[src/dfch_pkg.sv]
// Purpose: shared constants and types of the diagnostic and flash command handler
// Assumes: 16-bit command codes, 32-bit result word at the channel's offset zero
// Notes: every code, index and error value used by the handler lives here
`default_nettype none

package dfch_pkg;

  // ****************************************
  // command codes
  // ****************************************
  localparam logic [15:0] CMD_RD_SELFTEST = 16'h3000;
  localparam logic [15:0] CMD_RD_ST_RELAY = 16'h3001;
  localparam logic [15:0] CMD_RD_SWITCH = 16'h3002;
  localparam logic [15:0] CMD_RD_TRIG = 16'h3003;
  localparam logic [15:0] CMD_REF_FIRST = 16'h3004;
  localparam logic [15:0] CMD_REF_LAST = 16'h3009;
  localparam logic [15:0] CMD_RD_ST_MEAS = 16'h300a;
  localparam logic [15:0] CMD_SYSFAIL_ON = 16'h300b;
  localparam logic [15:0] CMD_SYSFAIL_OFF = 16'h300c;
  localparam logic [15:0] CMD_REF_POS_SMALL = 16'h300d;
  localparam logic [15:0] CMD_REF_NEG_SMALL = 16'h300e;
  localparam logic [15:0] CMD_RELAY_OFF = 16'h3010;
  localparam logic [15:0] CMD_RELAY_CH4 = 16'h3011;
  localparam logic [15:0] CMD_RELAY_CH5 = 16'h3012;
  localparam logic [15:0] CMD_RELAY_BOTH = 16'h3013;

  // flash sequence: high byte is the step, low byte the target (1..4)
  localparam logic [7:0] FLASH_ARM_HI = 8'h55;
  localparam logic [7:0] FLASH_CONFIRM_HI = 8'haa;
  localparam logic [7:0] FLASH_TGT_FIRST = 8'h01;
  localparam logic [7:0] FLASH_TGT_LAST = 8'h04;

  // ****************************************
  // relay encodings, bit 0 is channel 4, bit 1 is channel 5
  // ****************************************
  localparam logic [1:0] RELAY_NONE = 2'h0;
  localparam logic [1:0] RELAY_CH4 = 2'h1;
  localparam logic [1:0] RELAY_CH5 = 2'h2;
  localparam logic [1:0] RELAY_BOTH = 2'h3;

  // ****************************************
  // reference store
  // ****************************************
  localparam int REF_COUNT = 8;
  localparam int REF_IDX_W = 3;
  localparam logic [2:0] REF_IDX_POS_SMALL = 3'h6;
  localparam logic [2:0] REF_IDX_NEG_SMALL = 3'h7;

  // ****************************************
  // error codes
  // ****************************************
  localparam logic [15:0] ERR_UNKNOWN_CMD = 16'h0001;
  localparam logic [15:0] ERR_FLASH_BURN = 16'h0205;

  // ****************************************
  // sequence stages and states
  // ****************************************
  localparam logic [1:0] STAGE_IDLE = 2'h0;
  localparam logic [1:0] STAGE_ARMED = 2'h1;
  localparam logic [1:0] STAGE_CONFIRMED = 2'h2;

  typedef enum logic [1:0] {ST_IDLE, ST_REF_RD, ST_FLASH_WAIT} dfch_state_t;

  typedef enum logic [3:0] {
    CLS_REG, CLS_REF, CLS_MEAS, CLS_SF_ON, CLS_SF_OFF, CLS_RELAY, CLS_FLASH, CLS_UNKNOWN
  } dfch_cls_t;

endpackage

`default_nettype wire

[src/dfch_ref_mem.sv]
// Purpose: store of calibrated reference values read back by diagnostic commands
// Assumes: one write port from the calibration loader, one read port
// Notes: read data is registered, one cycle after the read strobe
`default_nettype none

module dfch_ref_mem #(
  parameter int DEPTH = dfch_pkg::REF_COUNT,
  parameter int AW = dfch_pkg::REF_IDX_W,
  parameter int DW = 32
) (
  // clock
  input wire logic clk,
  // write side
  input wire logic wr_en,
  input wire logic [AW-1:0] wr_addr,
  input wire logic [DW-1:0] wr_data,
  // read side
  input wire logic rd_en,
  input wire logic [AW-1:0] rd_addr,
  output logic [DW-1:0] rd_data
);

  logic [DW-1:0] mem [DEPTH];

  always_ff @(posedge clk) begin
    if (wr_en) begin
      mem[wr_addr] <= wr_data;
    end
  end

  // contents are not reset: the loader fills them after power-up
  always_ff @(posedge clk) begin
    if (rd_en) begin
      rd_data <= mem[rd_addr];
    end
  end

endmodule

`default_nettype wire

[src/dfch_handler.sv]
// Purpose: decodes host command codes, answers diagnostic reads, drives sysfail
//          and the high-speed self-test relays, guards the flash write sequence
// Assumes: commands arrive from same-clock logic; trigger pins are asynchronous
// Notes: the flash engine outside moves the uploaded image and reports back
`default_nettype none

// Summary of operation
// - codes 3000-3003 return four diagnostic registers
// - reference codes return stored calibrated values
// - code 300A returns latest self-test measurements
// - 300B asserts sysfail, 300C releases it
// - codes 3010-3013 set high-speed self-test relays
// - flash written only after three-command guarded sequence
// - 5501, AA01, 5501 replaces processor software
// - 5502, AA02, 5502 replaces first logic image
// - 5503, AA03, 5503 replaces second logic image
// - 5504, AA04, 5504 replaces third logic image
// - wrong order gives no flash write, no effect
// - final step completes only after image in flash
// - new image effective only after next power-up
// - read results go to offset-zero result word
// - unknown command queues error 0x0001
// - failed flash burn queues error 0x0205
module dfch_handler #(
  parameter int TRIG_W = 8
) (
  // clock and reset
  input wire logic CLK_SYS,
  input wire logic RST,
  // command from the host
  input wire logic CMD_VALID,
  input wire logic [15:0] CMD_CODE,
  output logic CMD_BUSY,
  output logic CMD_DONE,
  // result word at offset zero
  output logic RESULT_WE,
  output logic [31:0] RESULT_DATA,
  // diagnostic sources
  input wire logic [15:0] SELFTEST_REG,
  input wire logic [15:0] SELFTEST_RELAY_REG,
  input wire logic [15:0] SWITCH_REG,
  input wire logic [TRIG_W-1:0] TRIG_IN,
  input wire logic [31:0] SELFTEST_MEAS,
  // reference store loading
  input wire logic REF_LOAD_EN,
  input wire logic [dfch_pkg::REF_IDX_W-1:0] REF_LOAD_IDX,
  input wire logic [31:0] REF_LOAD_DATA,
  // backplane and relays
  output logic SYSFAIL,
  output logic [1:0] HS_RELAY,
  // flash engine
  output logic FLASH_REQ,
  output logic [1:0] FLASH_TARGET,
  input wire logic FLASH_DONE,
  input wire logic FLASH_ERR,
  output logic [3:0] IMAGE_PENDING,
  // error queue
  output logic ERR_PUSH,
  output logic [15:0] ERR_CODE
);

  // ****************************************
  // decoding
  // ****************************************
  function automatic dfch_pkg::dfch_cls_t classify(input logic [15:0] code);
    logic [7:0] lo;
    lo = code[7:0];
    if (code >= dfch_pkg::CMD_RD_SELFTEST && code <= dfch_pkg::CMD_RD_TRIG) begin
      classify = dfch_pkg::CLS_REG;
    end else if ((code >= dfch_pkg::CMD_REF_FIRST && code <= dfch_pkg::CMD_REF_LAST) ||
                 code == dfch_pkg::CMD_REF_POS_SMALL || code == dfch_pkg::CMD_REF_NEG_SMALL) begin
      classify = dfch_pkg::CLS_REF;
    end else if (code == dfch_pkg::CMD_RD_ST_MEAS) begin
      classify = dfch_pkg::CLS_MEAS;
    end else if (code == dfch_pkg::CMD_SYSFAIL_ON) begin
      classify = dfch_pkg::CLS_SF_ON;
    end else if (code == dfch_pkg::CMD_SYSFAIL_OFF) begin
      classify = dfch_pkg::CLS_SF_OFF;
    end else if (code >= dfch_pkg::CMD_RELAY_OFF && code <= dfch_pkg::CMD_RELAY_BOTH) begin
      classify = dfch_pkg::CLS_RELAY;
    end else if ((code[15:8] == dfch_pkg::FLASH_ARM_HI || code[15:8] == dfch_pkg::FLASH_CONFIRM_HI) &&
                 lo >= dfch_pkg::FLASH_TGT_FIRST && lo <= dfch_pkg::FLASH_TGT_LAST) begin
      classify = dfch_pkg::CLS_FLASH;
    end else begin
      classify = dfch_pkg::CLS_UNKNOWN;
    end
  endfunction

  dfch_pkg::dfch_state_t state_q;
  dfch_pkg::dfch_cls_t cls;
  logic take;
  logic [TRIG_W-1:0] trig_meta_q;
  logic [TRIG_W-1:0] trig_q;
  logic [1:0] stage_q;
  logic [1:0] seq_tgt_q;
  logic [1:0] cmd_tgt;
  logic is_arm;
  logic is_confirm;
  logic burn_go;
  logic [dfch_pkg::REF_IDX_W-1:0] ref_idx;
  logic [31:0] ref_rdata;
  logic [31:0] result_q;
  logic result_we_q;
  logic done_q;
  logic sysfail_q;
  logic [1:0] relay_q;
  logic flash_req_q;
  logic [1:0] flash_tgt_q;
  logic [3:0] pending_q;
  logic err_push_q;
  logic [15:0] err_code_q;

  // a new command is refused while one is still running
  assign take = CMD_VALID && state_q == dfch_pkg::ST_IDLE;
  assign cls = classify(CMD_CODE);
  assign cmd_tgt = 2'(CMD_CODE[1:0] - 2'h1);
  assign is_arm = CMD_CODE[15:8] == dfch_pkg::FLASH_ARM_HI;
  assign is_confirm = CMD_CODE[15:8] == dfch_pkg::FLASH_CONFIRM_HI;

  // ****************************************
  // trigger pin synchroniser
  // ****************************************
  always_ff @(posedge CLK_SYS) begin
    if (RST) begin
      trig_meta_q <= '0;
      trig_q <= '0;
    end else begin
      trig_meta_q <= TRIG_IN;
      trig_q <= trig_meta_q;
    end
  end

  // ****************************************
  // command state
  // ****************************************
  always_ff @(posedge CLK_SYS) begin
    if (RST) begin
      state_q <= dfch_pkg::ST_IDLE;
    end else begin
      case (state_q)
        dfch_pkg::ST_IDLE: begin
          if (take && cls == dfch_pkg::CLS_REF) begin
            state_q <= dfch_pkg::ST_REF_RD;
          end else if (burn_go) begin
            state_q <= dfch_pkg::ST_FLASH_WAIT;
          end
        end
        dfch_pkg::ST_REF_RD: state_q <= dfch_pkg::ST_IDLE;
        dfch_pkg::ST_FLASH_WAIT: begin
          if (FLASH_DONE) begin
            state_q <= dfch_pkg::ST_IDLE;
          end
        end
        default: state_q <= dfch_pkg::ST_IDLE;
      endcase
    end
  end

  assign CMD_BUSY = state_q != dfch_pkg::ST_IDLE;

  // ****************************************
  // flash guard sequence
  // ****************************************
  // the closing arm step of a matching sequence starts the burn
  assign burn_go = take && cls == dfch_pkg::CLS_FLASH && stage_q == dfch_pkg::STAGE_CONFIRMED &&
                   is_arm && cmd_tgt == seq_tgt_q;

  always_ff @(posedge CLK_SYS) begin
    if (RST) begin
      stage_q <= dfch_pkg::STAGE_IDLE;
      seq_tgt_q <= 2'h0;
    end else if (take) begin
      if (cls == dfch_pkg::CLS_FLASH && stage_q == dfch_pkg::STAGE_IDLE && is_arm) begin
        stage_q <= dfch_pkg::STAGE_ARMED;
        seq_tgt_q <= cmd_tgt;
      end else if (cls == dfch_pkg::CLS_FLASH && stage_q == dfch_pkg::STAGE_ARMED && is_confirm &&
                   cmd_tgt == seq_tgt_q) begin
        stage_q <= dfch_pkg::STAGE_CONFIRMED;
      end else begin
        // anything else drops the partial sequence without effect
        stage_q <= dfch_pkg::STAGE_IDLE;
      end
    end
  end

  always_ff @(posedge CLK_SYS) begin
    if (RST) begin
      flash_req_q <= 1'b0;
      flash_tgt_q <= 2'h0;
    end else begin
      flash_req_q <= burn_go;
      if (burn_go) begin
        flash_tgt_q <= seq_tgt_q;
      end
    end
  end

  // the running code is untouched; the new image waits for power-up
  always_ff @(posedge CLK_SYS) begin
    if (RST) begin
      pending_q <= 4'h0;
    end else if (state_q == dfch_pkg::ST_FLASH_WAIT && FLASH_DONE && !FLASH_ERR) begin
      pending_q[flash_tgt_q] <= 1'b1;
    end
  end

  // ****************************************
  // reference store
  // ****************************************
  always_comb begin
    if (CMD_CODE == dfch_pkg::CMD_REF_POS_SMALL) begin
      ref_idx = dfch_pkg::REF_IDX_POS_SMALL;
    end else if (CMD_CODE == dfch_pkg::CMD_REF_NEG_SMALL) begin
      ref_idx = dfch_pkg::REF_IDX_NEG_SMALL;
    end else begin
      ref_idx = 3'(CMD_CODE - dfch_pkg::CMD_REF_FIRST);
    end
  end

  dfch_ref_mem u_ref_mem (
    .clk(CLK_SYS),
    .wr_en(REF_LOAD_EN),
    .wr_addr(REF_LOAD_IDX),
    .wr_data(REF_LOAD_DATA),
    .rd_en(take && cls == dfch_pkg::CLS_REF),
    .rd_addr(ref_idx),
    .rd_data(ref_rdata)
  );

  // ****************************************
  // result word
  // ****************************************
  always_ff @(posedge CLK_SYS) begin
    if (RST) begin
      result_q <= 32'h0;
      result_we_q <= 1'b0;
    end else begin
      result_we_q <= 1'b0;
      if (state_q == dfch_pkg::ST_REF_RD) begin
        result_q <= ref_rdata;
        result_we_q <= 1'b1;
      end else if (take && cls == dfch_pkg::CLS_REG) begin
        result_we_q <= 1'b1;
        case (CMD_CODE[1:0])
          2'h0: result_q <= {16'h0, SELFTEST_REG};
          2'h1: result_q <= {16'h0, SELFTEST_RELAY_REG};
          2'h2: result_q <= {16'h0, SWITCH_REG};
          default: result_q <= 32'(trig_q);
        endcase
      end else if (take && cls == dfch_pkg::CLS_MEAS) begin
        result_q <= SELFTEST_MEAS;
        result_we_q <= 1'b1;
      end
    end
  end

  // completion pulse: at once for direct commands, after the store or burn otherwise
  always_ff @(posedge CLK_SYS) begin
    if (RST) begin
      done_q <= 1'b0;
    end else begin
      done_q <= (take && cls != dfch_pkg::CLS_REF && !burn_go) || state_q == dfch_pkg::ST_REF_RD ||
                (state_q == dfch_pkg::ST_FLASH_WAIT && FLASH_DONE);
    end
  end

  // ****************************************
  // sysfail and relays
  // ****************************************
  always_ff @(posedge CLK_SYS) begin
    if (RST) begin
      sysfail_q <= 1'b0;
    end else if (take && cls == dfch_pkg::CLS_SF_ON) begin
      sysfail_q <= 1'b1;
    end else if (take && cls == dfch_pkg::CLS_SF_OFF) begin
      sysfail_q <= 1'b0;
    end
  end

  // both relays on is allowed though abnormal
  always_ff @(posedge CLK_SYS) begin
    if (RST) begin
      relay_q <= dfch_pkg::RELAY_NONE;
    end else if (take && cls == dfch_pkg::CLS_RELAY) begin
      case (CMD_CODE[1:0])
        2'h0: relay_q <= dfch_pkg::RELAY_NONE;
        2'h1: relay_q <= dfch_pkg::RELAY_CH4;
        2'h2: relay_q <= dfch_pkg::RELAY_CH5;
        default: relay_q <= dfch_pkg::RELAY_BOTH;
      endcase
    end
  end

  // ****************************************
  // error reporting
  // ****************************************
  always_ff @(posedge CLK_SYS) begin
    if (RST) begin
      err_push_q <= 1'b0;
      err_code_q <= 16'h0;
    end else begin
      err_push_q <= 1'b0;
      if (take && cls == dfch_pkg::CLS_UNKNOWN) begin
        err_push_q <= 1'b1;
        err_code_q <= dfch_pkg::ERR_UNKNOWN_CMD;
      end else if (state_q == dfch_pkg::ST_FLASH_WAIT && FLASH_DONE && FLASH_ERR) begin
        err_push_q <= 1'b1;
        err_code_q <= dfch_pkg::ERR_FLASH_BURN;
      end
    end
  end

  assign CMD_DONE = done_q;
  assign RESULT_WE = result_we_q;
  assign RESULT_DATA = result_q;
  assign SYSFAIL = sysfail_q;
  assign HS_RELAY = relay_q;
  assign FLASH_REQ = flash_req_q;
  assign FLASH_TARGET = flash_tgt_q;
  assign IMAGE_PENDING = pending_q;
  assign ERR_PUSH = err_push_q;
  assign ERR_CODE = err_code_q;

  // ****************************************
  // checks
  // ****************************************
  selftest_read_a: assert property (@(posedge CLK_SYS) disable iff (RST)
    take && CMD_CODE == dfch_pkg::CMD_RD_SELFTEST |=> RESULT_WE && RESULT_DATA == {16'h0, $past(SELFTEST_REG)})
    else $error("self-test register read wrong");

  ref_read_a: assert property (@(posedge CLK_SYS) disable iff (RST)
    take && cls == dfch_pkg::CLS_REF |=> !RESULT_WE ##1 RESULT_WE && CMD_DONE && !CMD_BUSY)
    else $error("reference read not answered in two cycles");

  meas_read_a: assert property (@(posedge CLK_SYS) disable iff (RST)
    take && cls == dfch_pkg::CLS_MEAS |=> RESULT_WE && RESULT_DATA == $past(SELFTEST_MEAS))
    else $error("self-test measurement read wrong");

  sysfail_ctrl_a: assert property (@(posedge CLK_SYS) disable iff (RST)
    $changed(SYSFAIL) |-> $past(take) && ($past(cls) == (SYSFAIL ? dfch_pkg::CLS_SF_ON : dfch_pkg::CLS_SF_OFF)))
    else $error("sysfail changed without its command");

  relay_ch5_a: assert property (@(posedge CLK_SYS) disable iff (RST)
    take && CMD_CODE == dfch_pkg::CMD_RELAY_CH5 |=> HS_RELAY == dfch_pkg::RELAY_CH5)
    else $error("channel 5 relay selection wrong");

  flash_guard_a: assert property (@(posedge CLK_SYS) disable iff (RST)
    FLASH_REQ |-> $past(stage_q) == dfch_pkg::STAGE_CONFIRMED && $past(take) && FLASH_TARGET == $past(seq_tgt_q))
    else $error("flash request without complete sequence");

  wrong_order_a: assert property (@(posedge CLK_SYS) disable iff (RST)
    take && is_confirm && stage_q == dfch_pkg::STAGE_IDLE |=> stage_q == dfch_pkg::STAGE_IDLE ##1 !FLASH_REQ)
    else $error("confirm step out of order had an effect");

  seq_discard_a: assert property (@(posedge CLK_SYS) disable iff (RST)
    take && cls != dfch_pkg::CLS_FLASH |=> stage_q == dfch_pkg::STAGE_IDLE)
    else $error("partial flash sequence survived other command");

  burn_done_a: assert property (@(posedge CLK_SYS) disable iff (RST)
    CMD_DONE && $past(state_q) == dfch_pkg::ST_FLASH_WAIT |-> $past(FLASH_DONE))
    else $error("flash step completed before image burned");

  unknown_err_a: assert property (@(posedge CLK_SYS) disable iff (RST)
    take && cls == dfch_pkg::CLS_UNKNOWN |=> ERR_PUSH && ERR_CODE == dfch_pkg::ERR_UNKNOWN_CMD && CMD_DONE)
    else $error("unknown command not queued as error");

  burn_err_a: assert property (@(posedge CLK_SYS) disable iff (RST)
    state_q == dfch_pkg::ST_FLASH_WAIT && FLASH_DONE && FLASH_ERR |=> ERR_PUSH && ERR_CODE == dfch_pkg::ERR_FLASH_BURN)
    else $error("failed burn not queued as error");

endmodule

`default_nettype wire

[config.mk]
export PLATFORM = sky130hd
export DESIGN_NAME = dfch_handler
export DESIGN_NICKNAME = d
export VERILOG_FILES = /design/src/dfch_pkg.sv /design/src/dfch_ref_mem.sv /design/src/dfch_handler.sv
export SDC_FILE = /design/constraint.sdc
export NUM_CORES = 1
export LEC_CHECK = 0
export ABC_AREA = 1
export BUFFER_PORTS_ARGS = -buffer_cell sky130_fd_sc_hd__buf_2
export CAP_MARGIN = 5
export CORE_ASPECT_RATIO = 0.6
export CORE_MARGIN = 4
export CORE_UTILIZATION = 57
export DETAILED_ROUTE_END_ITERATION = 6
export GPL_ROUTABILITY_DRIVEN = 0
export PLACE_DENSITY = 0.79
export REMOVE_ABC_BUFFERS = 1
export SYNTH_ARGS = -nofsm -noshare
export SYNTH_HDL_FRONTEND = slang
export SYNTH_SLANG_ARGS = --single-unit
[constraint.sdc]
create_clock -name CLK_SYS -period 4.5 [get_ports CLK_SYS]
set_input_delay 0.9 -clock CLK_SYS [delete_from_list [all_inputs] [get_ports CLK_SYS]]
set_output_delay 0.9 -clock CLK_SYS [all_outputs]
set_load 0.01 [all_outputs]
==> results.toml, run 1 <==
[placed_design]
dp_hpwl_um = 25300
numPortBuffers = 193
placed_cell_area_um2 = 16500
dp_cells = 1938

[synthesis]
synth.avg_cell_area_um2 = 10.6
synth_cell_types = 40
ys.flop_type = "edfxtp_1"
netlist_instances = 1443
synth_seq_cells = 357
synth-edff-count = 288
syn_area_um2 = 15200
yosys_warnings = 0
yosysSeqAreaShare_pct = 65.9
async_flop_share_pct = 0

[timing]
max_freq_ghz = 0.310
finalSetupViolCount = 0
final.setup.tns_ns = 0
worstMarginPinSlew_ns = 1.30
finalHoldViolCount = 0
max_slew_margin_pct = 13.1
fin_crit_sh_pct = 71.6
maxSlewViolCount = 0
period_needed_ns = 3.22
rsz0062_at_grt = "no"
clock_skew_ns = 0.0105

[power]
p_comb_share_pct = 6.9
max-vdd-ir-drop_mv = 0.359
p_per_area_nw_per_um2 = 391
power_frac_clock_pct = 39.5
p_switching_w = 0.00154
p_leak_nw = 6.98
power_frac_seq_pct = 53.6
p_int_w = 0.00532
swShare_pct = 22.5

[route]
wl_um = 41600
remaining_drc_errors = 0
wl_met2_um = 19200
dr.pass1.iters = 6
ant_nets = 0
drt_iter0_markers = 1602
vias_per_cell = 5.87
wl_per_cell_um = 20.8
vias = 11700
met1_length_um = 16500
met3_length_um = 4600
topRoutingLayerUsed = "met5"

[die]
coreArea_um2 = 26400
ios = 207
die_area_um2 = 29500
row_count = 46
fp.dieH_um = 135
initial_utilization_pct = 57.8
die_x_um = 219

[setup_path]
crit_slowest_cell = "ha_1"
cp-start-kind = "input port"
slowest_delay_ns = 0.54
crit_path_max_fanout = 12
crit_chain = "buf_2 > inv_1 > ha_1 > nand2_1 > nor2_1 > nand2_1 > nand3_1 > nand3_1 > nand2_1 > nand2_1 > nor2_1 > nand2_1 > inv_1 > buf_4"
end_kind = "register"
worstSetupPathType = "in2reg"
cp_common_cell = "nand2_1"
required_ns = 4.76
arrival_ns = 3.49

[global_routing]
grt_pass1_wl_um = 62200
grt_usage_pct = 27.4
grt_antenna_before_repair = 4
grt_max_degree = 74
grt_pass1_vias = 11100
gr-total-overflow = 0

[final_layout]
fill_cells = 1979
area_growth_pct = 15.1
fin_nets = 1760
fin_cells = 1997
postLayoutCellArea_um2 = 17500
drive_gt1_share_pct = 19.7

[cts]
cts-resized-gates = 0
postCtsSetupBuffers = 0
clk-insertion-delay-late_ns = 0.57
ctsHoldBuffers = 0
clock_sinks = 357
clk_pin_slew_ns = 0.07
clock_path_buffers = 3
cts-buffers-inserted = 31
cts_tree = "yes"
htree_levels = 1
cts_root_buf = "clkbuf_16"

[outcome]
status = "complete, no violations"

[worst_hold_path]
hold_path.class = "reg2reg"

[run]
cap_violations = 0
[worst max-delay path: cells and delay by family]
family / cells / cell delay (ns)
simple gates: 9 / 1.06
fa+ha+maj: 1 / 0.54
buf+inv: 4 / 0.97
[path summary, 6_finish.rpt]
path                             startpoint                              end  slack [ns]  cells after the start
setup / recovery                CMD_CODE[0]  u_ref_mem.rd_data[25]$_DFFE_PP_        1.28                     14
hold / removal    trig_meta_q[7]$_SDFF_PP0_             trig_q[7]$_SDFF_PP0_        0.41                      2
setup reg to reg    state_q[1]$_SDFFE_PP0P_     RESULT_DATA[29]$_SDFFE_PP0P_        2.03                     10
hold reg to reg   trig_meta_q[7]$_SDFF_PP0_             trig_q[7]$_SDFF_PP0_        0.41                      2
[placed cells by master (no fill, tap or decap), types with 9 or more instances in the layout]
cell type and count:
a21oi_1 26, buf_2 193, buf_4 25, clkbuf_16 33
clkinv_2 9, conb_1 13, dfxtp_1 69, edfxtp_1 288
inv_1 79, mux2i_1 16, nand2_1 242, nand3_1 100
nand4_1 33, nor2_1 185, nor2_4 11, o21ai_0 141
o21ai_1 31, o22ai_1 64
[layer usage]
metal | vias to the layer above | track usage [%]
met1 | 5535 | 38.1
met3 | 106 | 6.63
met4 | 6 | 8.38
met2 | 716 | 43.3
li1 | 5351 | -
met5 | - | 0
[cell usage after synthesis, types with 5 or more instances]
library cell,count,area [µm²]
a31oi_1,5,31.3
inv_2,9,33.8
nor2_1,194,728
o22ai_1,64,400
nand2_2,7,43.8
nand2_1,244,916
clkbuf_1,33,124
inv_1,79,297
buf_2,29,145
mux2i_1,16,160
o21ai_0,141,706
dfxtp_1,69,1380
nor2_2,7,43.8
clkbuf_2,5,25.0
edfxtp_1,288,8650
buf_1,6,22.5
nand3_1,100,500
a21oi_1,26,130
o21ai_1,31,155
buf_4,21,158
nand4_1,33,206
[final cells by class]
cell class                 instances  area (µm²)  area share (%)
tap                              360         450            2.57
clock inverter                    16         150           0.856
timing repair buffer             220        1190            6.81
inverter                          91         348            1.98
clock buffer                      42         890            5.07
sequential                       357       10000            57.2
antenna                            1        2.50          0.0143
multi-input combinational        910        4470            25.5
[sequential cells by signal (all words and copies together) (netlist names)]
name / cells
u_ref_mem.mem: 256
RESULT_DATA: 32
u_ref_mem.rd_data: 32
trig_meta_q: 8
trig_q: 8
IMAGE_PENDING: 4
ERR_CODE: 2
FLASH_TARGET: 2
HS_RELAY: 2
seq_tgt_q: 2
stage_q: 2
state_q: 2
CMD_DONE: 1
ERR_PUSH: 1
FLASH_REQ: 1
RESULT_WE: 1
SYSFAIL: 1
[cells by family after synthesis]
kind of cell    after synthesis  synth area share, %
fa+ha+maj                     4                0.329
buf+inv                     188                 5.61
compound gates              273                 9.66
simple gates                603                 17.4
mux                          16                 1.05
xor+xnor                      1               0.0575
flops                       357                 65.9
other cells                   1               0.0246
[per-stage QoR]
| stage | hold WS [ns] | total power (W) | setup WS (ns) | utilization (%) |
|---|---|---|---|---|
| after floorplan | 0.388 | 0.00398 | -1.06 | - |
| after CTS | 0.409 | 0.00688 | 1.33 | 66.5 |
| after global routing | 0.429 | 0.00709 | 0.983 | 66.5 |
| after detailed placement | 0.403 | 0.00421 | 0.779 | 62.5 |
| after global placement | 0.393 | 0.00419 | 0.870 | 62.5 |
| final | 0.406 | 0.00686 | 1.28 | 66.5 |
[power by group through the flow]
| stage | Sequential (W) | Clock (W) | Combinational [W] |
|---|---|---|---|
| floorplan | 0.00374 | 0 | 0.000239 |
| global placement | 0.00374 | 0 | 0.000447 |
| detailed placement | 0.00375 | 0 | 0.000461 |
| CTS | 0.00368 | 0.00274 | 0.000466 |
| global route | 0.00368 | 0.00290 | 0.000517 |
| finish | 0.00368 | 0.00271 | 0.000473 |
No activity file was read; power rests on OpenSTA's default activity.
==> run 2: changes to the inputs <==
--- a/config.mk
+++ b/config.mk
@@ -5,7 +5,7 @@
 export SDC_FILE = /design/constraint.sdc
 export NUM_CORES = 1
 export LEC_CHECK = 0
-export ABC_AREA = 1
+export ABC_AREA = 0
 export BUFFER_PORTS_ARGS = -buffer_cell sky130_fd_sc_hd__buf_2
 export CAP_MARGIN = 5
 export CORE_ASPECT_RATIO = 0.6
@@ -13,7 +13,7 @@
 export CORE_UTILIZATION = 57
 export DETAILED_ROUTE_END_ITERATION = 6
 export GPL_ROUTABILITY_DRIVEN = 0
-export PLACE_DENSITY = 0.79
+export PLACE_DENSITY = 0.8
 export REMOVE_ABC_BUFFERS = 1
 export SYNTH_ARGS = -nofsm -noshare
 export SYNTH_HDL_FRONTEND = slang
==> constraint.sdc (replaced) <==
create_clock -name CLK_SYS -period 3.32 [get_ports CLK_SYS]
set_input_delay 0.664 -clock CLK_SYS [delete_from_list [all_inputs] [get_ports CLK_SYS]]
set_output_delay 0.664 -clock CLK_SYS [all_outputs]
set_load 0.01 [all_outputs]
==> run 2 against run 1 <==
  * Global-route usage down 3.3 points
  * Total power up 32%
  * Sequential share of layout area up 2.5 points
  * Non-clock buffer count up 14
  * Largest power group unchanged
==> results.toml, run 2 <==
[outcome]
status = "complete, no violations"

[route]
ant_nets = 0
vias_per_cell = 6.09
vias = 9054
drt_iter0_markers = 1002
wl_per_cell_um = 23.0
wl_um = 34200
dr.pass1.iters = 5
remaining_drc_errors = 0

[timing]
finalHoldViolCount = 0
worstMarginPinSlew_ns = 0.975
holdWs_ns = 0.314
max_slew_margin_pct = 35.0
period_needed_ns = 2.58
clock_skew_ns = 0.00941
maxSlewViolCount = 0
finalSetupViolCount = 0
fin_crit_sh_pct = 77.8
max_freq_ghz = 0.387
rsz0062_at_grt = "no"

[synthesis]
synthTopCellsByArea = "edfxtp_1 (61%), dfxtp_1 (9.7%), mux2_2 (5.9%), mux2i_1 (5.7%), a221oi_1 (2.0%)"
netlist_instances = 933
synth.avg_cell_area_um2 = 15.3
synth_common_cells = "edfxtp_1 (288), mux2i_1 (81), mux2_2 (75)"
yosysMostFrequentCell = "edfxtp_1"
yosys_warnings = 0
synth-edff-count = 288
synth_cell_types = 56
yosysSeqAreaShare_pct = 70.3
synth_top_area_share_pct = 60.6
synth_seq_cells = 357
syn_area_um2 = 14300
synth_top_area_cell = "edfxtp_1"
async_flop_share_pct = 0
ys.flop_type = "edfxtp_1"

[cts]
clock_path_buffers = 3
postCtsSetupBuffers = 0
clock_sinks = 357
cts_root_buf = "clkbuf_16"
ctsHoldBuffers = 0
clk_pin_slew_ns = 0.07
cts-resized-gates = 0
htree_levels = 1
cts_tree = "yes"
clk-insertion-delay-late_ns = 0.56
cts-buffers-inserted = 30

[setup_path]
crit_path_max_fanout = 12
timing.rr.end = "RESULT_DATA[24]$_SDFFE_PP0P_"
rr_startpoint = "state_q[0]$_SDFFE_PP0P_"
cp-start-kind = "input port"
arrival_ns = 3.00
worstSetupPathType = "in2reg"
end_kind = "register"
required_ns = 3.74
r2r_cells = 8
reg2reg_slack_ns = 0.77

[worst_hold_path]
hold_path.class = "in2reg"
hold_path_end = "trig_meta_q[3]$_SDFF_PP0_"
holdCritStartpoint = "TRIG_IN[3]"
hold_depth = 2

[global_routing]
grt_busiest_layer = "met2"
met3_usage_pct = 4.27
grt_pass1_vias = 8885
grt_usage_pct = 24.1
gr-total-overflow = 0
gr-usage-met2_pct = 37.2
grt_antenna_before_repair = 3
grt_use_met1_pct = 36.6
grt_pass1_wl_um = 51200
grt_max_degree = 45

[final_layout]
fin_cells = 1486
diodes = 0
multiInputGateArea_um2 = 3970
fill_cells = 1646
area_growth_pct = 17.7
top_register = "u_ref_mem.mem"
final_cell_mix = "edfxtp_1 (288), buf_2 (193), mux2i_1 (81)"
final-seq-area_um2 = 10000
fin_nets = 1289
mostFrequentLayoutCell = "edfxtp_1"
largest_reg_flops = 256
drive_gt1_share_pct = 31.8

[die]
coreArea_um2 = 24400
die_area_um2 = 27700
fp.dieH_um = 131
ios = 207
die_x_um = 212
initial_utilization_pct = 58.5
row_count = 44

[power]
p_leak_nw = 6.28
max-vdd-ir-drop_mv = 0.375
p_per_area_nw_per_um2 = 538

[placed_design]
numPortBuffers = 193
dp_cells = 1430
dp_hpwl_um = 21000

[run]
cap_violations = 0
==> run 2: final cells by class <==
cell class | count | share of cell area [%]
clock buffer | 41 | 5.02
clock inverter | 15 | 0.738
inverter | 12 | 0.268
multi-input combinational | 505 | 23.6
sequential | 357 | 59.7
tap | 322 | 2.40
timing repair buffer | 234 | 8.18
==> run 2: critical path, cell delays in order <==
cell       delay [ns]
buf_2            0.15
inv_1            0.10
ha_1             0.32
inv_1            0.12
a2111oi_2        0.40
o21ai_1          0.18
a311o_1          0.37
buf_4            0.22
nand2b_1         0.32
o22ai_1          0.15
==> run 2: kinds of logic (layout without fill, tap and decap cells) <==
family | after synthesis | after routing | share of synthesized area [%]
XOR/XNOR | 2 | 2 | 0.123
other | 1 | 13 | 0.0263
AO/OA/AOI/OAI | 170 | 170 | 9.13
buffers and inverters | 83 | 302 | 2.80
AND/OR/NAND/NOR | 160 | 160 | 5.67
adder cells (fa/ha/maj) | 4 | 4 | 0.351
flip-flops | 357 | 357 | 70.3
multiplexers | 156 | 156 | 11.6
==> run 2: how the worst max path moves through the flow <==
stage,end,startpoint,depth (start not counted)
2_1_floorplan,u_ref_mem.rd_data[30]$_DFFE_PP_,CMD_CODE[0],8
3_3_place_gp,RESULT_DATA[24]$_SDFFE_PP0P_,CMD_CODE[1],10
3_5_place_dp,RESULT_DATA[24]$_SDFFE_PP0P_,CMD_CODE[4],8
4_1_cts,RESULT_DATA[24]$_SDFFE_PP0P_,state_q[0]$_SDFFE_PP0P_,8
5_1_grt,RESULT_DATA[24]$_SDFFE_PP0P_,state_q[0]$_SDFFE_PP0P_,8
6_report,RESULT_DATA[24]$_SDFFE_PP0P_,CMD_CODE[0],10
==> run 2: per-stage QoR <==
stage               setup TNS, ns  power [W]  setup slack, ns  utilization (%)  instance area [µm²]
floorplan                 -243.66    0.00541            -7.03                -                14000
global placement                0    0.00563            0.257             64.9                15800
detailed placement              0    0.00566            0.196             64.9                15800
CTS                             0    0.00907            0.720             68.8                16800
global route                    0    0.00932            0.557             68.8                16800
finish                          0    0.00903            0.737             68.8                16800
==> run 2: routing by layer <==
| metal | share of wire [%] | up-vias |
|---|---|---|
| li1 | - | 4067 |
| met1 | 44 | 4472 |
| met3 | 8.1 | 56 |
| met5 | 0.099 | - |
| met4 | 1.8 | 6 |
| met2 | 46 | 453 |
==> run 2: power by group <==
group | total (W) | internal (W) | switching [W]
logic | 0.000582 | 0.000247 | 0.000335
clock network | 0.00347 | 0.00193 | 0.00154
registers | 0.00498 | 0.00495 | 0.0000270
==> run 3: changes to the inputs <==
--- a/config.mk
+++ b/config.mk
@@ -10,10 +10,10 @@
 export CAP_MARGIN = 5
 export CORE_ASPECT_RATIO = 0.6
 export CORE_MARGIN = 4
-export CORE_UTILIZATION = 57
+export CORE_UTILIZATION = 51
 export DETAILED_ROUTE_END_ITERATION = 6
 export GPL_ROUTABILITY_DRIVEN = 0
-export PLACE_DENSITY = 0.8
+export PLACE_DENSITY = 0.75
 export REMOVE_ABC_BUFFERS = 1
 export SYNTH_ARGS = -nofsm -noshare
 export SYNTH_HDL_FRONTEND = slang
==> constraint.sdc (replaced) <==
create_clock -name CLK_SYS -period 2.2 [get_ports CLK_SYS]
set_input_delay 0.44 -clock CLK_SYS [delete_from_list [all_inputs] [get_ports CLK_SYS]]
set_output_delay 0.44 -clock CLK_SYS [all_outputs]
set_load 0.01 [all_outputs]
==> run 3 against run 2 <==
  * The run now ends with negative setup slack left
  * Utilization down 3.1 points
  * Non-clock buffer count up 79
  * Design area up 8.0%
  * Final cell count up 8.8%
  * Sequential power up 51%
  * Combinational power up 86%
  * Hold slack worse by 0.18 ns
  * Count of clock-buffer cells in the layout up 4
  * Critical path depth unchanged
  * First-iteration DRC count down 3.0%
  * Sequential cell count unchanged
  * Largest power group unchanged
==> results.toml, run 3 (same netlist as run 2, synthesis figures left out) <==
[outcome]
status = "complete, but fails checks"
violations = "negative setup slack"

[timing]
setup_slack_ns = -0.00868
holdWs_ns = 0.133
max_freq_ghz = 0.453
fin_crit_sh_pct = 100
period_needed_ns = 2.21
maxSlewViolCount = 0
clock_skew_ns = 0.0285
finalHoldViolCount = 0
finalSetupViolCount = 2

[cts]
clk_pin_slew_ns = 0.06
clock_path_buffers = 3
htree_levels = 2
ctsHoldBuffers = 0
clock_sinks = 357
cts_tree = "yes"
cts-buffers-inserted = 34
clk-insertion-delay-late_ns = 0.52
cts_root_buf = "clkbuf_16"

[setup_path]
cp.buffers_inverters = 4
cp_top_family = "simple AND/OR/NAND/NOR gates"
cp-start-kind = "input port"
arrival_ns = 2.44
reg2reg_slack_ns = 0.20
crit_path_max_fanout = 12
r2r_cells = 8
slowest_delay_ns = 0.58
required_ns = 2.43
crit_slowest_cell = "or4b_4"
crit_path_end = "u_ref_mem.rd_data[22]$_DFFE_PP_"
worstSetupPathType = "in2reg"
timing.rr.end = "RESULT_DATA[25]$_SDFFE_PP0P_"
crit_chain = "buf_2 > or4b_4 > nor3_4 > buf_6 > a21oi_4 > buf_12 > buf_12 > mux2_2 > o22ai_2 > a221oi_2"
cp_common_cell = "buf_12"
rr_startpoint = "state_q[1]$_SDFFE_PP0P_"
path_depth = 10
end_kind = "register"
startpoint = "CMD_CODE[8]"

[global_routing]
grt_pass1_vias = 9219
grt_pass1_wl_um = 54700
grt_usage_pct = 23.4
grt_antenna_before_repair = 3
grt_max_degree = 47
gr-total-overflow = 0

[route]
wl_per_cell_um = 23.6
drt_iter0_markers = 972
wl_um = 38200
dr.pass1.iters = 7
remaining_drc_errors = 0
vias = 9410
vias_per_cell = 5.82
ant_nets = 0

[final_layout]
mostFrequentLayoutCell = "edfxtp_1"
drive_gt1_share_pct = 38.6
fin_cells = 1617
largest_reg_flops = 256
top_register = "u_ref_mem.mem"
area_growth_pct = 27.1
final_cell_mix = "edfxtp_1 (288), buf_2 (193), buf_4 (84)"
fin_nets = 1372

[die]
initial_utilization_pct = 51.7
ios = 207
coreArea_um2 = 27600
die_x_um = 224
fp.dieH_um = 138
row_count = 47
die_area_um2 = 30800

[run]
cap_violations = 0

[power]
p_per_area_nw_per_um2 = 812
max-vdd-ir-drop_mv = 0.737
p_leak_nw = 6.93
power.total_w = 0.0147

[placed_design]
numPortBuffers = 193
dp_cells = 1547
dp_hpwl_um = 23700

[worst_hold_path]
hold_path.class = "in2reg"
run 3: worst min-delay path by stage:
stage	depth (start not counted)	endpoint	slack, ns	startpoint
after floorplan	1	trig_q[0]$_SDFF_PP0_	0.41	trig_meta_q[0]$_SDFF_PP0_
after global placement	1	trig_q[1]$_SDFF_PP0_	0.42	trig_meta_q[1]$_SDFF_PP0_
after detailed placement	1	trig_q[0]$_SDFF_PP0_	0.42	trig_meta_q[0]$_SDFF_PP0_
after CTS	2	trig_meta_q[6]$_SDFF_PP0_	0.11	TRIG_IN[6]
after global routing	3	RESULT_DATA[17]$_SDFFE_PP0P_	0.13	SELFTEST_MEAS[17]
final	2	trig_meta_q[6]$_SDFF_PP0_	0.13	TRIG_IN[6]
run 3: layout make-up:
class / instances / area, µm²
sequential: 357 / 10000
tap: 367 / 459
antenna: 2 / 5.00
timing repair buffer: 313 / 2290
clock buffer: 45 / 923
clock inverter: 16 / 231
inverter: 12 / 45.0
fill: 1909 / 9440
multi-input combinational: 505 / 4150
run 3: timing repair:
action	in CTS	in global routing
setup buffers	1	2
resized for setup	4	32
gates cloned	0	4
hold endpoints to repair	0	0
setup endpoints to repair	12	65
pin swaps	1	10
run 3: power by group:
group	internal (W)	switching (W)
combinational	0.000499	0.000580
clock	0.00367	0.00246
sequential	0.00748	0.0000436
run 3: through the flow:
stage                     setup WS, ns  area, µm²  setup TNS, ns  utilization, %
after floorplan                  -7.93      14000        -414.40               -
after global placement          -0.515      16700         -42.55            60.4
after detailed placement        -0.611      16700         -46.09            60.4
after CTS                      0.00224      17800              0            64.7
after global routing           -0.0289      18100        -0.0517            65.7
final                         -0.00868      18100        -0.0104            65.8
run 3: routing by layer:
metal  wire (µm)  track usage, %
met1       16200            32.9
met2       18500            37.9
met3        2790            4.39
met4         702            6.57
met5          26               0
